**config.mk**
```make
export PLATFORM = sky130hd
export DESIGN_NAME = pbec_top
export DESIGN_NICKNAME = d
export VERILOG_FILES = /design/src/hdl/pbec_pkg.sv /design/src/hdl/pbec_evt_if.sv /design/src/hdl/pbec_top.sv /design/src/hdl/pbec_agi.sv /design/src/hdl/pbec_fpev.sv
export SDC_FILE = /design/constraint.sdc
export NUM_CORES = 1
export LEC_CHECK = 0
export BUFFER_PORTS_ARGS = -buffer_cell sky130_fd_sc_hd__buf_4
export CAP_MARGIN = 5
export CORE_ASPECT_RATIO = 1.75
export CORE_MARGIN = 2
export CORE_UTILIZATION = 41
export CTS_CLUSTER_DIAMETER = 80
export CTS_CLUSTER_SIZE = 12
export DETAILED_ROUTE_END_ITERATION = 16
export HOLD_SLACK_MARGIN = 0.08
export PLACE_DENSITY = 0.76
export SLEW_MARGIN = 30
export SYNTH_ARGS = -nofsm -noshare
export SYNTH_HDL_FRONTEND = slang
export SYNTH_SLANG_ARGS = --single-unit
```
**constraint.sdc**
```tcl
create_clock -name core_clk_i -period 2.85 [get_ports core_clk_i]
set_clock_uncertainty 0.05 [all_clocks]
set_input_delay 0.57 -clock core_clk_i [delete_from_list [all_inputs] [get_ports core_clk_i]]
set_output_delay 0.57 -clock core_clk_i [all_outputs]
set_load 0.05 [all_outputs]
```
**src/hdl/pbec_pkg.sv**
```systemverilog
// Constants, types and helpers for the pipeline and bus event counter
package pbec_pkg;

   // ----------------------------------------------------------------
   // Event selection codes
   // ----------------------------------------------------------------
   localparam int SEL_W = 6;
   localparam logic [5:0] EV_RD_STALL = 6'h1a;
   localparam logic [5:0] EV_WR_STALL = 6'h1b;
   localparam logic [5:0] EV_LOCKED = 6'h1c;
   localparam logic [5:0] EV_IO = 6'h1d;
   localparam logic [5:0] EV_UNC_RD = 6'h1e;
   localparam logic [5:0] EV_AGI = 6'h1f;
   localparam logic [5:0] EV_RSV_A = 6'h20;
   localparam logic [5:0] EV_RSV_B = 6'h21;
   localparam logic [5:0] EV_FLOAT_OPERATION_EVENT = 6'h22;
   localparam logic [5:0] EV_BP_FIRST = 6'h23;
   localparam logic [5:0] EV_BP_SECOND = 6'h24;

   // ----------------------------------------------------------------
   // Widths, field positions and reset values
   // ----------------------------------------------------------------
   localparam int AMT_W = 4;
   localparam int REG_W = 3;
   localparam int SUBOP_W = 3;
   localparam int BP_W = 4;
   localparam int EXC_W = 5;
   localparam int EXC_DIV_ZERO = 0;
   localparam int EXC_NEG_SQRT = 1;
   localparam int EXC_SPECIAL = 2;
   localparam int EXC_STACK = 3;
   localparam int EXC_OTHER = 4;
   localparam int BP_FIRST_BIT = 0;
   localparam int BP_SECOND_BIT = 1;
   localparam logic [3:0] AMT_RST = 4'h0;
   localparam logic [3:0] BP_RST = 4'h0;

   // Floating-point work kinds reported by the FPU
   typedef enum logic [2:0] {
      FK_ADD, FK_SUB, FK_MUL, FK_DIV, FK_REM, FK_SQRT, FK_TRANSC,
      FK_OTHER
   } pbec_fkind_t;

   // Bus cycle tracker states
   typedef enum logic [1:0] {
      BUS_IDLE, BUS_ACTIVE, BUS_RESTART
   } pbec_bus_st_t;

   // True for a code this block counts
   function automatic logic evt_valid(input logic [5:0] code);
      evt_valid = (code >= EV_RD_STALL) && (code <= EV_BP_SECOND) &&
                  (code != EV_RSV_A) && (code != EV_RSV_B);
   endfunction

endpackage

```
**src/hdl/pbec_evt_if.sv**
```systemverilog
// Interface carrying per-clock event amounts from the leaf decoders
`timescale 1ns/1ps
interface pbec_evt_if;
   logic [1:0] agi_amt;
   logic [3:0] flop_amt;
   modport agi_src (output agi_amt);
   modport fp_src (output flop_amt);
   modport sink (input agi_amt, input flop_amt);
endinterface

```
**src/hdl/pbec_top.sv**
```systemverilog
// Pipeline and bus event counting: per-clock increment for selected event
`timescale 1ns/1ps
module pbec_top (
   input wire logic core_clk_i,
   input wire logic rst_n_i,
   input wire logic [5:0] event_sel_i,
   input wire logic rd_stall_i,
   input wire logic dtlb_miss_busy_i,
   input wire logic fill_rd_blocked_i,
   input wire logic wr_em_stall_i,
   input wire logic bus_start_i,
   input wire logic bus_done_i,
   input wire logic bus_lock_i,
   input wire logic bus_rmw_write_i,
   input wire logic bus_io_i,
   input wire logic bus_read_i,
   input wire logic bus_cacheable_i,
   input wire logic split_cycle_indicator_i,
   input wire logic backoff_input_n_i,
   input wire logic [1:0] ex_wr_i,
   input wire logic [1:0][2:0] ex_dst_i,
   input wire logic [1:0] ag_valid_i,
   input wire logic [1:0] ag_base_use_i,
   input wire logic [1:0][2:0] ag_base_i,
   input wire logic [1:0] ag_idx_use_i,
   input wire logic [1:0][2:0] ag_idx_i,
   input wire logic fp_valid_i,
   input wire pbec_pkg::pbec_fkind_t fp_kind_i,
   input wire logic [2:0] fp_subops_i,
   input wire logic [4:0] fp_exc_i,
   input wire logic bp_enabled_i,
   input wire logic [3:0] bp_code_u_i,
   input wire logic [3:0] bp_code_v_i,
   input wire logic [3:0] bp_data_i,
   output logic [3:0] inc_amt_o,
   output logic event_hit_o,
   output logic [3:0] breakpoint_match_pins_o
);

   // ----------------------------------------------------------------
   // Leaf decoders
   // ----------------------------------------------------------------
   pbec_evt_if ev_if ();

   pbec_agi u_agi (
      .ex_wr_i(ex_wr_i),
      .ex_dst_i(ex_dst_i),
      .ag_valid_i(ag_valid_i),
      .ag_base_use_i(ag_base_use_i),
      .ag_base_i(ag_base_i),
      .ag_idx_use_i(ag_idx_use_i),
      .ag_idx_i(ag_idx_i),
      .ev(ev_if.agi_src)
   );

   pbec_fpev u_fpev (
      .fp_valid_i(fp_valid_i),
      .fp_kind_i(fp_kind_i),
      .fp_subops_i(fp_subops_i),
      .fp_exc_i(fp_exc_i),
      .ev(ev_if.fp_src)
   );

   // ----------------------------------------------------------------
   // Registers
   // ----------------------------------------------------------------
   logic backoff_input_s1_r;
   logic backoff_input_s2_r;
   logic wr_stall_d_r;
   pbec_pkg::pbec_bus_st_t bus_st_r;
   pbec_pkg::pbec_bus_st_t bus_st_nxt;
   logic [3:0] inc_amt_r;
   logic [3:0] inc_amt_nxt;
   logic event_hit_r;
   logic [3:0] bp_pins_r;
   logic [3:0] bp_pins_nxt;

   // Back-off arrives from a pin, so two flops before any use
   always_ff @(posedge core_clk_i) begin
      if (!rst_n_i) begin
         backoff_input_s1_r <= 1'b0;
         backoff_input_s2_r <= 1'b0;
      end else begin
         backoff_input_s1_r <= !backoff_input_n_i;
         backoff_input_s2_r <= backoff_input_s1_r;
      end
   end

   // ----------------------------------------------------------------
   // Bus cycle tracker
   // ----------------------------------------------------------------
   // A cycle aborted by back-off returns as a fresh start; the tracker
   // remembers it so the rerun is not seen as new traffic. The sync
   // delay means a back-off in the last two clocks of a cycle is
   // missed; the cycle then already finished and was counted once.
   always_comb begin
      bus_st_nxt = bus_st_r;
      case (bus_st_r)
         pbec_pkg::BUS_IDLE: begin
            if (bus_start_i) begin
               bus_st_nxt = pbec_pkg::BUS_ACTIVE;
            end
         end
         pbec_pkg::BUS_ACTIVE: begin
            if (backoff_input_s2_r) begin
               bus_st_nxt = pbec_pkg::BUS_RESTART;
            end else if (bus_done_i && !bus_start_i) begin
               bus_st_nxt = pbec_pkg::BUS_IDLE;
            end
         end
         pbec_pkg::BUS_RESTART: begin
            if (bus_start_i && !backoff_input_s2_r) begin
               bus_st_nxt = pbec_pkg::BUS_ACTIVE;
            end
         end
         default: begin
            bus_st_nxt = pbec_pkg::BUS_IDLE;
         end
      endcase
   end

   always_ff @(posedge core_clk_i) begin
      if (!rst_n_i) begin
         bus_st_r <= pbec_pkg::BUS_IDLE;
      end else begin
         bus_st_r <= bus_st_nxt;
      end
   end

   // ----------------------------------------------------------------
   // Event terms
   // ----------------------------------------------------------------
   logic cyc_new;
   logic rd_stall_ev;
   logic wr_stall_ev;
   logic [3:0] lock_amt;
   logic io_ev;
   logic unc_ev;
   logic [3:0] bp_amt_first;
   logic [3:0] bp_amt_second;
   logic sel_ok;

   // A start while restarting is the rerun, not new traffic
   assign cyc_new = bus_start_i &&
                    (bus_st_r != pbec_pkg::BUS_RESTART);

   // Every stalled clock counts, whatever holds the read
   assign rd_stall_ev = rd_stall_i || dtlb_miss_busy_i ||
                        fill_rd_blocked_i;

   // A stall is counted once, at its first clock
   assign wr_stall_ev = wr_em_stall_i && !wr_stall_d_r;

   // Locked reads only; split accesses count twice
   assign lock_amt = (cyc_new && bus_lock_i && !bus_rmw_write_i) ?
      (split_cycle_indicator_i ? 4'h2 : 4'h1) :
      4'h0;

   // Each half of a misaligned access is its own bus start
   assign io_ev = cyc_new && bus_io_i;

   // Uncached memory reads of code, data or page walk
   assign unc_ev = cyc_new && bus_read_i && !bus_cacheable_i &&
                   !bus_io_i;

   // Breakpoint pins: second-pipe code hits only when enabled
   assign bp_pins_nxt = bp_code_u_i | bp_data_i |
      (bp_enabled_i ? bp_code_v_i : 4'h0);

   // Match counts are taken from the same bits that drive the pins
   assign bp_amt_first = {3'h0,
      bp_pins_nxt[pbec_pkg::BP_FIRST_BIT]};
   assign bp_amt_second = {3'h0,
      bp_pins_nxt[pbec_pkg::BP_SECOND_BIT]};

   assign sel_ok = pbec_pkg::evt_valid(event_sel_i);

   // ----------------------------------------------------------------
   // Selection
   // ----------------------------------------------------------------
   // Reserved and unknown codes fall through to zero
   assign inc_amt_nxt = !sel_ok ? 4'h0 :
      (event_sel_i == pbec_pkg::EV_RD_STALL) ? {3'h0, rd_stall_ev} :
      (event_sel_i == pbec_pkg::EV_WR_STALL) ? {3'h0, wr_stall_ev} :
      (event_sel_i == pbec_pkg::EV_LOCKED) ? lock_amt :
      (event_sel_i == pbec_pkg::EV_IO) ? {3'h0, io_ev} :
      (event_sel_i == pbec_pkg::EV_UNC_RD) ? {3'h0, unc_ev} :
      (event_sel_i == pbec_pkg::EV_AGI) ? {2'h0, ev_if.agi_amt} :
      (event_sel_i == pbec_pkg::EV_FLOAT_OPERATION_EVENT) ? ev_if.flop_amt :
      (event_sel_i == pbec_pkg::EV_BP_FIRST) ? bp_amt_first :
      (event_sel_i == pbec_pkg::EV_BP_SECOND) ? bp_amt_second :
      4'h0;

   // Outputs registered so the counter sees one clean amount
   always_ff @(posedge core_clk_i) begin
      if (!rst_n_i) begin
         inc_amt_r <= pbec_pkg::AMT_RST;
         event_hit_r <= 1'b0;
         bp_pins_r <= pbec_pkg::BP_RST;
         wr_stall_d_r <= 1'b0;
      end else begin
         inc_amt_r <= inc_amt_nxt;
         event_hit_r <= (inc_amt_nxt != 4'h0);
         bp_pins_r <= bp_pins_nxt;
         wr_stall_d_r <= wr_em_stall_i;
      end
   end

   assign inc_amt_o = inc_amt_r;
   assign event_hit_o = event_hit_r;
   assign breakpoint_match_pins_o = bp_pins_r;
endmodule

```
**src/hdl/pbec_agi.sv**
```systemverilog
// Address-generation interlock detector for both pipes
`timescale 1ns/1ps
module pbec_agi (
   input wire logic [1:0] ex_wr_i,
   input wire logic [1:0][2:0] ex_dst_i,
   input wire logic [1:0] ag_valid_i,
   input wire logic [1:0] ag_base_use_i,
   input wire logic [1:0][2:0] ag_base_i,
   input wire logic [1:0] ag_idx_use_i,
   input wire logic [1:0][2:0] ag_idx_i,
   pbec_evt_if.agi_src ev
);

   // Either execute-stage instruction writes this register
   function automatic logic ex_writes(input logic [1:0] wr,
                                      input logic [1:0][2:0] dst,
                                      input logic [2:0] r);
      ex_writes = (wr[0] && (dst[0] == r)) || (wr[1] && (dst[1] == r));
   endfunction

   logic [1:0] agi_hit;

   // One detector per address-generation pipe
   genvar p;
   generate
      for (p = 0; p < 2; p++) begin : g_pipe
         assign agi_hit[p] = ag_valid_i[p] &&
            ((ag_base_use_i[p] &&
              ex_writes(ex_wr_i, ex_dst_i, ag_base_i[p])) ||
             (ag_idx_use_i[p] &&
              ex_writes(ex_wr_i, ex_dst_i, ag_idx_i[p])));
      end
   endgenerate

   // Both pipes interlocked in one clock give two
   assign ev.agi_amt = {1'b0, agi_hit[0]} + {1'b0, agi_hit[1]};

endmodule

```
**src/hdl/pbec_fpev.sv**
```systemverilog
// Floating-point operation amount decoder
`timescale 1ns/1ps
module pbec_fpev (
   input wire logic fp_valid_i,
   input wire pbec_pkg::pbec_fkind_t fp_kind_i,
   input wire logic [2:0] fp_subops_i,
   input wire logic [4:0] fp_exc_i,
   pbec_evt_if.fp_src ev
);

   logic fp_supp;
   logic [3:0] fp_base;

   // These four exceptions drop the instruction from the count
   assign fp_supp = fp_exc_i[pbec_pkg::EXC_DIV_ZERO] ||
                    fp_exc_i[pbec_pkg::EXC_NEG_SQRT] ||
                    fp_exc_i[pbec_pkg::EXC_SPECIAL] ||
                    fp_exc_i[pbec_pkg::EXC_STACK];

   // Transcendentals report their add/multiply steps; rest count one
   assign fp_base = (fp_kind_i == pbec_pkg::FK_TRANSC) ?
                    {1'b0, fp_subops_i} : 4'h1;

   assign ev.flop_amt = (fp_valid_i && !fp_supp) ? fp_base : 4'h0;

endmodule

```
After elaboration in Yosys (flattened, before gate mapping) --
Index checks and enable logic that the tools add are counted.
Word-level totals: flip-flop bits (word level) 14, output and inout port bits 9
Cells by class: add/sub/neg operators 1, mux-type cells 20, reductions and logical operators 50, eq/ne operators 26, magnitude comparators 2, bitwise operators 2
Operators by type and width (count):
- 2-to-1 mux 4 bit | 10
- equality test 6 x 5 -> 1 bit, second input constant | 6
- logical AND 1 bit | 28
- equality test 3 bit | 8
- equality test 6 bit, second input constant | 3
- 2-to-1 mux 2 bit | 6
- != test 6 bit, second input constant | 2
- logical OR 1 bit | 11
- zero test 1 bit | 8
- OR 4 bit | 2
- greater-or-equal comparator 6 x 5 -> 1 bit, second input constant | 1
- <= comparator 6 bit, second input constant | 1
- != test 2 bit, second input constant | 3
- one-hot mux 2 bit (3 select lines) | 1
- nonzero test 4 bit | 1
- equality test 3 bit, second input constant | 1
- 2-to-1 mux 3 bit | 1
- != test 3 bit, second input constant | 1
- AND reduction 3 bit | 1
- adder 1 x 1 -> 2 bit | 1
- equality test 2 x 1 -> 1 bit, second input constant | 1
- equality test 2 bit, second input constant | 1
- zero test 2 bit | 1
- 2-to-1 mux 1 bit | 2

Logic depth before layout (Yosys ltp) --
depth in word-level cells 15, depth in mapped cells 12, depth with buffers taken out 11

Hierarchy --
Synthesis repeated with hierarchy kept, for this count alone.
Unflattened totals: cells, all modules 147, area total of the unflattened synthesis 1223.7 µm²
Modules (own cells, without submodules):
- pbec_top | instances 1, cells each 91, seq. area each 280.3 µm², area each 805.8 µm²
- pbec_agi | instances 1, cells each 47, seq. area each 0.0 µm², area each 345.3 µm²
- pbec_fpev | instances 1, cells each 9, seq. area each 0.0 µm², area each 72.6 µm²

Worst setup path before layout --
No wires, ideal clock.
path type in2reg, start point in ex_dst_i[3] in the netlist's numbering, end point reg event_hit_r, in the netlist event_hit_o, setup time 125 ps, stages 12, arrival 2157 ps, required time 2675 ps, slack 518 ps, path through clkbuf_1 -> xnor2_1 -> nand4_1 -> nand2_1 -> a22oi_1 -> nor2b_1 -> ha_1 -> and3_1 -> a21oi_1 -> nand3_1 -> o221ai_2 -> o211ai_2
On the way: longest elaborated chain between the ends 15, elaborated cells between the ends (all ways) 29
Ends and longest elaborated chain:
- start: declaration | line pbec_top.sv:21 | input wire logic [1:0][2:0] ex_dst_i,
- equality test 3 bit | line pbec_agi.sv:18 | ex_writes = (wr[0] && (dst[0] == r)) || (wr[1] && (dst[1] == r));
- logical AND 1 bit | line pbec_agi.sv:18
- logical OR 1 bit | line pbec_agi.sv:18
- logical AND 1 bit (on tied branches) | line pbec_agi.sv:28, pbec_agi.sv:30
- logical OR 1 bit | line pbec_agi.sv:29 | ex_writes(ex_wr_i, ex_dst_i, ag_base_i[p])) ||
- logical AND 1 bit | line pbec_agi.sv:27 | assign agi_hit[p] = ag_valid_i[p] &&
- adder 1 x 1 -> 2 bit * | line pbec_agi.sv:36 | assign ev.agi_amt = {1'b0, agi_hit[0]} + {1'b0, agi_hit[1]};
- 2-to-1 mux 4 bit * | line pbec_top.sv:188 | (event_sel_i == pbec_pkg::EV_AGI) ? {2'h0, ev_if.agi_amt} :
- 2-to-1 mux 4 bit * | line pbec_top.sv:187 | (event_sel_i == pbec_pkg::EV_UNC_RD) ? {3'h0, unc_ev} :
- 2-to-1 mux 4 bit * | line pbec_top.sv:186 | (event_sel_i == pbec_pkg::EV_IO) ? {3'h0, io_ev} :
- 2-to-1 mux 4 bit * | line pbec_top.sv:185 | (event_sel_i == pbec_pkg::EV_LOCKED) ? lock_amt :
- 2-to-1 mux 4 bit * | line pbec_top.sv:184 | (event_sel_i == pbec_pkg::EV_WR_STALL) ? {3'h0, wr_stall_ev} :
- 2-to-1 mux 4 bit * | line pbec_top.sv:183 | (event_sel_i == pbec_pkg::EV_RD_STALL) ? {3'h0, rd_stall_ev} :
- 2-to-1 mux 4 bit * | line pbec_top.sv:182 | assign inc_amt_nxt = !sel_ok ? 4'h0 :
- nonzero test 4 bit * | line pbec_top.sv:203 | event_hit_r <= (inc_amt_nxt != 4'h0);
- end signal: assignment | line pbec_top.sv:203
- end: declaration | line pbec_top.sv:74 | logic event_hit_r;
Mark *: on every way between the ends. The rest lies on a longest branch, timed or not. A chain may end at the register's enable or synchronous reset.

Worst setup path in the final report --
Same ends and word-level chain as after synthesis.

==> results.yml <==
floorplan:
  die_w_um: 44.2
  io_pins: 81
  start_util_pct: 43.0
  core-area_um2: 2690
  die-area_um2: 3280
  fp.dieH_um: 74.3
  row_count: 25
global_route:
  antenna_found_initial: 0
  grt_use_met2_pct: 44.6
  grtUsageTotal_pct: 21.3
  grt_first_pass_wirelength_um: 5400
  gr-max-usage-layer: "met2"
  grt_max_degree: 13
  met3_usage_pct: 4.61
  grtUsageMet1_pct: 18.4
  grt_overflow: 0
  grt_pass1_vias: 1345
cts:
  cts_buffers: 3
  cts-htree-levels: 1
  cts_resized: 0
  cts-hold-fix-buffers: 0
  clockBufferDepth: 2
  cts_root_buf: "clkbuf_8"
  cts.sinks: 13
  clk_pin_slew_ps: 50
  clk_latency_ps: 240
  cts_setup_buffers: 0
  cts_tree: "done"
synthesis:
  ys.flop_type: "dfxtp_1"
  yosysSeqAreaShare_pct: 22.5
  synth_edf_count: 0
  avgSynthCellArea_um2: 8.27
  ys_ff_latch: 13
  synthArstFlopShare_pct: 0
  syn-num-nets: 213
  netlist_area_um2: 1160
  syn_inst: 140
  yosys_warnings: 0
  synth_cell_types: 42
final_layout:
  fillers: 233
  finalNetCount: 286
  diodes: 0
  multiInputGateArea_um2: 825
  post-route-util_pct: 65.7
  syn2layout_area_growth_pct: 52.8
  seqCellArea_um2: 260
  drive_above_1_share_pct: 44.8
  stdcell_count: 239
route:
  drcViolationCount: 0
  wl_per_cell_um: 14.0
  drtAntennaViolNets: 0
  drt-total-wl_um: 3340
  drtIter0Drc: 21
  drtPass1Iterations: 4
  via_per_inst: 5.45
  vias: 1302
place:
  hpwl_um: 2990
  placedCellCount: 235
  io_buffers: 78
  gp_congestion: 0.826
sta:
  hold_viol: 0
  fin_crit_sh_pct: 76.8
  setup_tns_ps: 0
  whs_ps: 387
  setup_viol: 0
  rsz0062_at_grt: "no"
  max_freq_ghz: 0.457
  min_period_ps: 2190
  drv_slew: 0
flow_run:
  maxCapViolations: 0
power_and_ir_drop:
  p_leak_uw: 0.000792
  power.density_nw_per_um2: 314
  finalPower_uw: 555
  max-vdd-ir-drop_mv: 0.155
setup_path:
  critPathCaptureType: "flop"
  path_max_fanout: 4
  critical_path.startpoint_type: "input port"
  cp.required_ps: 2920
  crit_arrival_ps: 2260
  critPathKind: "in -> reg"
worst_hold_path:
  hold_class: "reg -> reg"
run_status:
  status: "complete, no violations"
==> power breakdown <==
part	internal [µW]	total, µW	switching, µW
registers	189	193	3.76
clock network	98.4	158	60.0
logic	114	203	88.9
==> per-stage QoR <==
step                      area, µm²  worst slack, ps
after floorplan                1160              518
after global placement         1720              435
after detailed placement       1720              386
after CTS                      1770              642
after global routing           1770              535
final                          1770              662
==> worst max-delay path: stages <==
cell	delay, ps
buf_4	140
xnor2_1	120
nand4_1	90
nand2_1	50
a22oi_1	200
nor2b_1	80
ha_1	290
and3_1	180
a21oi_1	110
nand3_1	110
o221ai_2	240
o211ai_2	90
==> cell usage after synthesis (4+ instances only) <==
| cell | instances | share of area [%] |
|---|---|---|
| xnor2_1 | 24 | 18 |
| dfxtp_1 | 13 | 22 |
| nand4_1 | 9 | 4.9 |
| nor2b_1 | 8 | 4.3 |
| nand2_1 | 7 | 2.3 |
| nor2_1 | 7 | 2.3 |
| a21oi_1 | 6 | 2.6 |
| clkbuf_1 | 6 | 1.9 |
| inv_1 | 5 | 1.6 |
| o21ai_0 | 5 | 2.2 |
| a211oi_1 | 4 | 2.6 |
| nand3_1 | 4 | 1.7 |
| nand3b_1 | 4 | 2.6 |
==> flip-flops by register name, indices dropped and copies added, names as in the netlist <==
| name | cells |
|---|---|
| wr_stall_d_r | 1 |
| backoff_input_s2_r | 1 |
| backoff_input_s1_r | 1 |
| breakpoint_match_pins_o | 4 |
| bus_st_r | 2 |
| event_hit_o | 1 |
| inc_amt_o | 3 |
==> worst paths after layout <==
path                            slack, ps                          start  cells past startpoint                            end
worst max-delay path                  660                    ex_dst_i[3]                     12         event_hit_o$_SDFF_PN0_
worst min-delay path                  390  backoff_input_s1_r$_SDFF_PN0_                      1  backoff_input_s2_r$_SDFF_PN0_
worst max register to register       1450       bus_st_r[1]$_SDFFE_PN0P_                      5         event_hit_o$_SDFF_PN0_
worst min register to register        390  backoff_input_s1_r$_SDFF_PN0_                      1  backoff_input_s2_r$_SDFF_PN0_
==> layout make-up <==
class | count | area share, %
Timing Repair Buffer | 78 | 33.1
Multi-Input combinational cell | 112 | 46.6
Inverter | 5 | 1.06
Tap cell | 27 | 1.91
Clock buffer | 4 | 2.55
Sequential cell | 13 | 14.7
==> logic make-up after synthesis <==
logic type	share of synthesized area (%)
adder cells (fa/ha/maj)	1.08
other	0.324
buffers and inverters	6.27
AO/OA/AOI/OAI	18.4
flip-flops	22.5
XOR/XNOR	18.2
AND/OR/NAND/NOR	33.3
==> cell usage in the layout, fill, tap and decap left out, types with 2 or more instances in the layout <==
| cell type | count |
|---|---|
| xnor2_1 | 24 |
| o21ai_1 | 3 |
| nor2_1 | 7 |
| a211oi_1 | 4 |
| a32oi_1 | 2 |
| nand3b_1 | 4 |
| o21ai_0 | 5 |
| a21oi_1 | 6 |
| and2_1 | 2 |
| nand4_1 | 9 |
| buf_4 | 78 |
| inv_1 | 5 |
| o211ai_2 | 3 |
| nand3_1 | 4 |
| nor2b_1 | 8 |
| nand2_1 | 7 |
| a22oi_1 | 2 |
| dfxtp_1 | 13 |
| and2b_2 | 2 |
| clkbuf_8 | 3 |
==> layer usage <==
| metal | vias to the layer above | share of wire, % |
|---|---|---|
| met5 | - | 0 |
| met4 | 0 | 1.1 |
| met3 | 6 | 9.8 |
| met2 | 79 | 58 |
| met1 | 575 | 32 |
| li1 | 642 | - |
No activity file was read; power rests on OpenSTA's default activity.
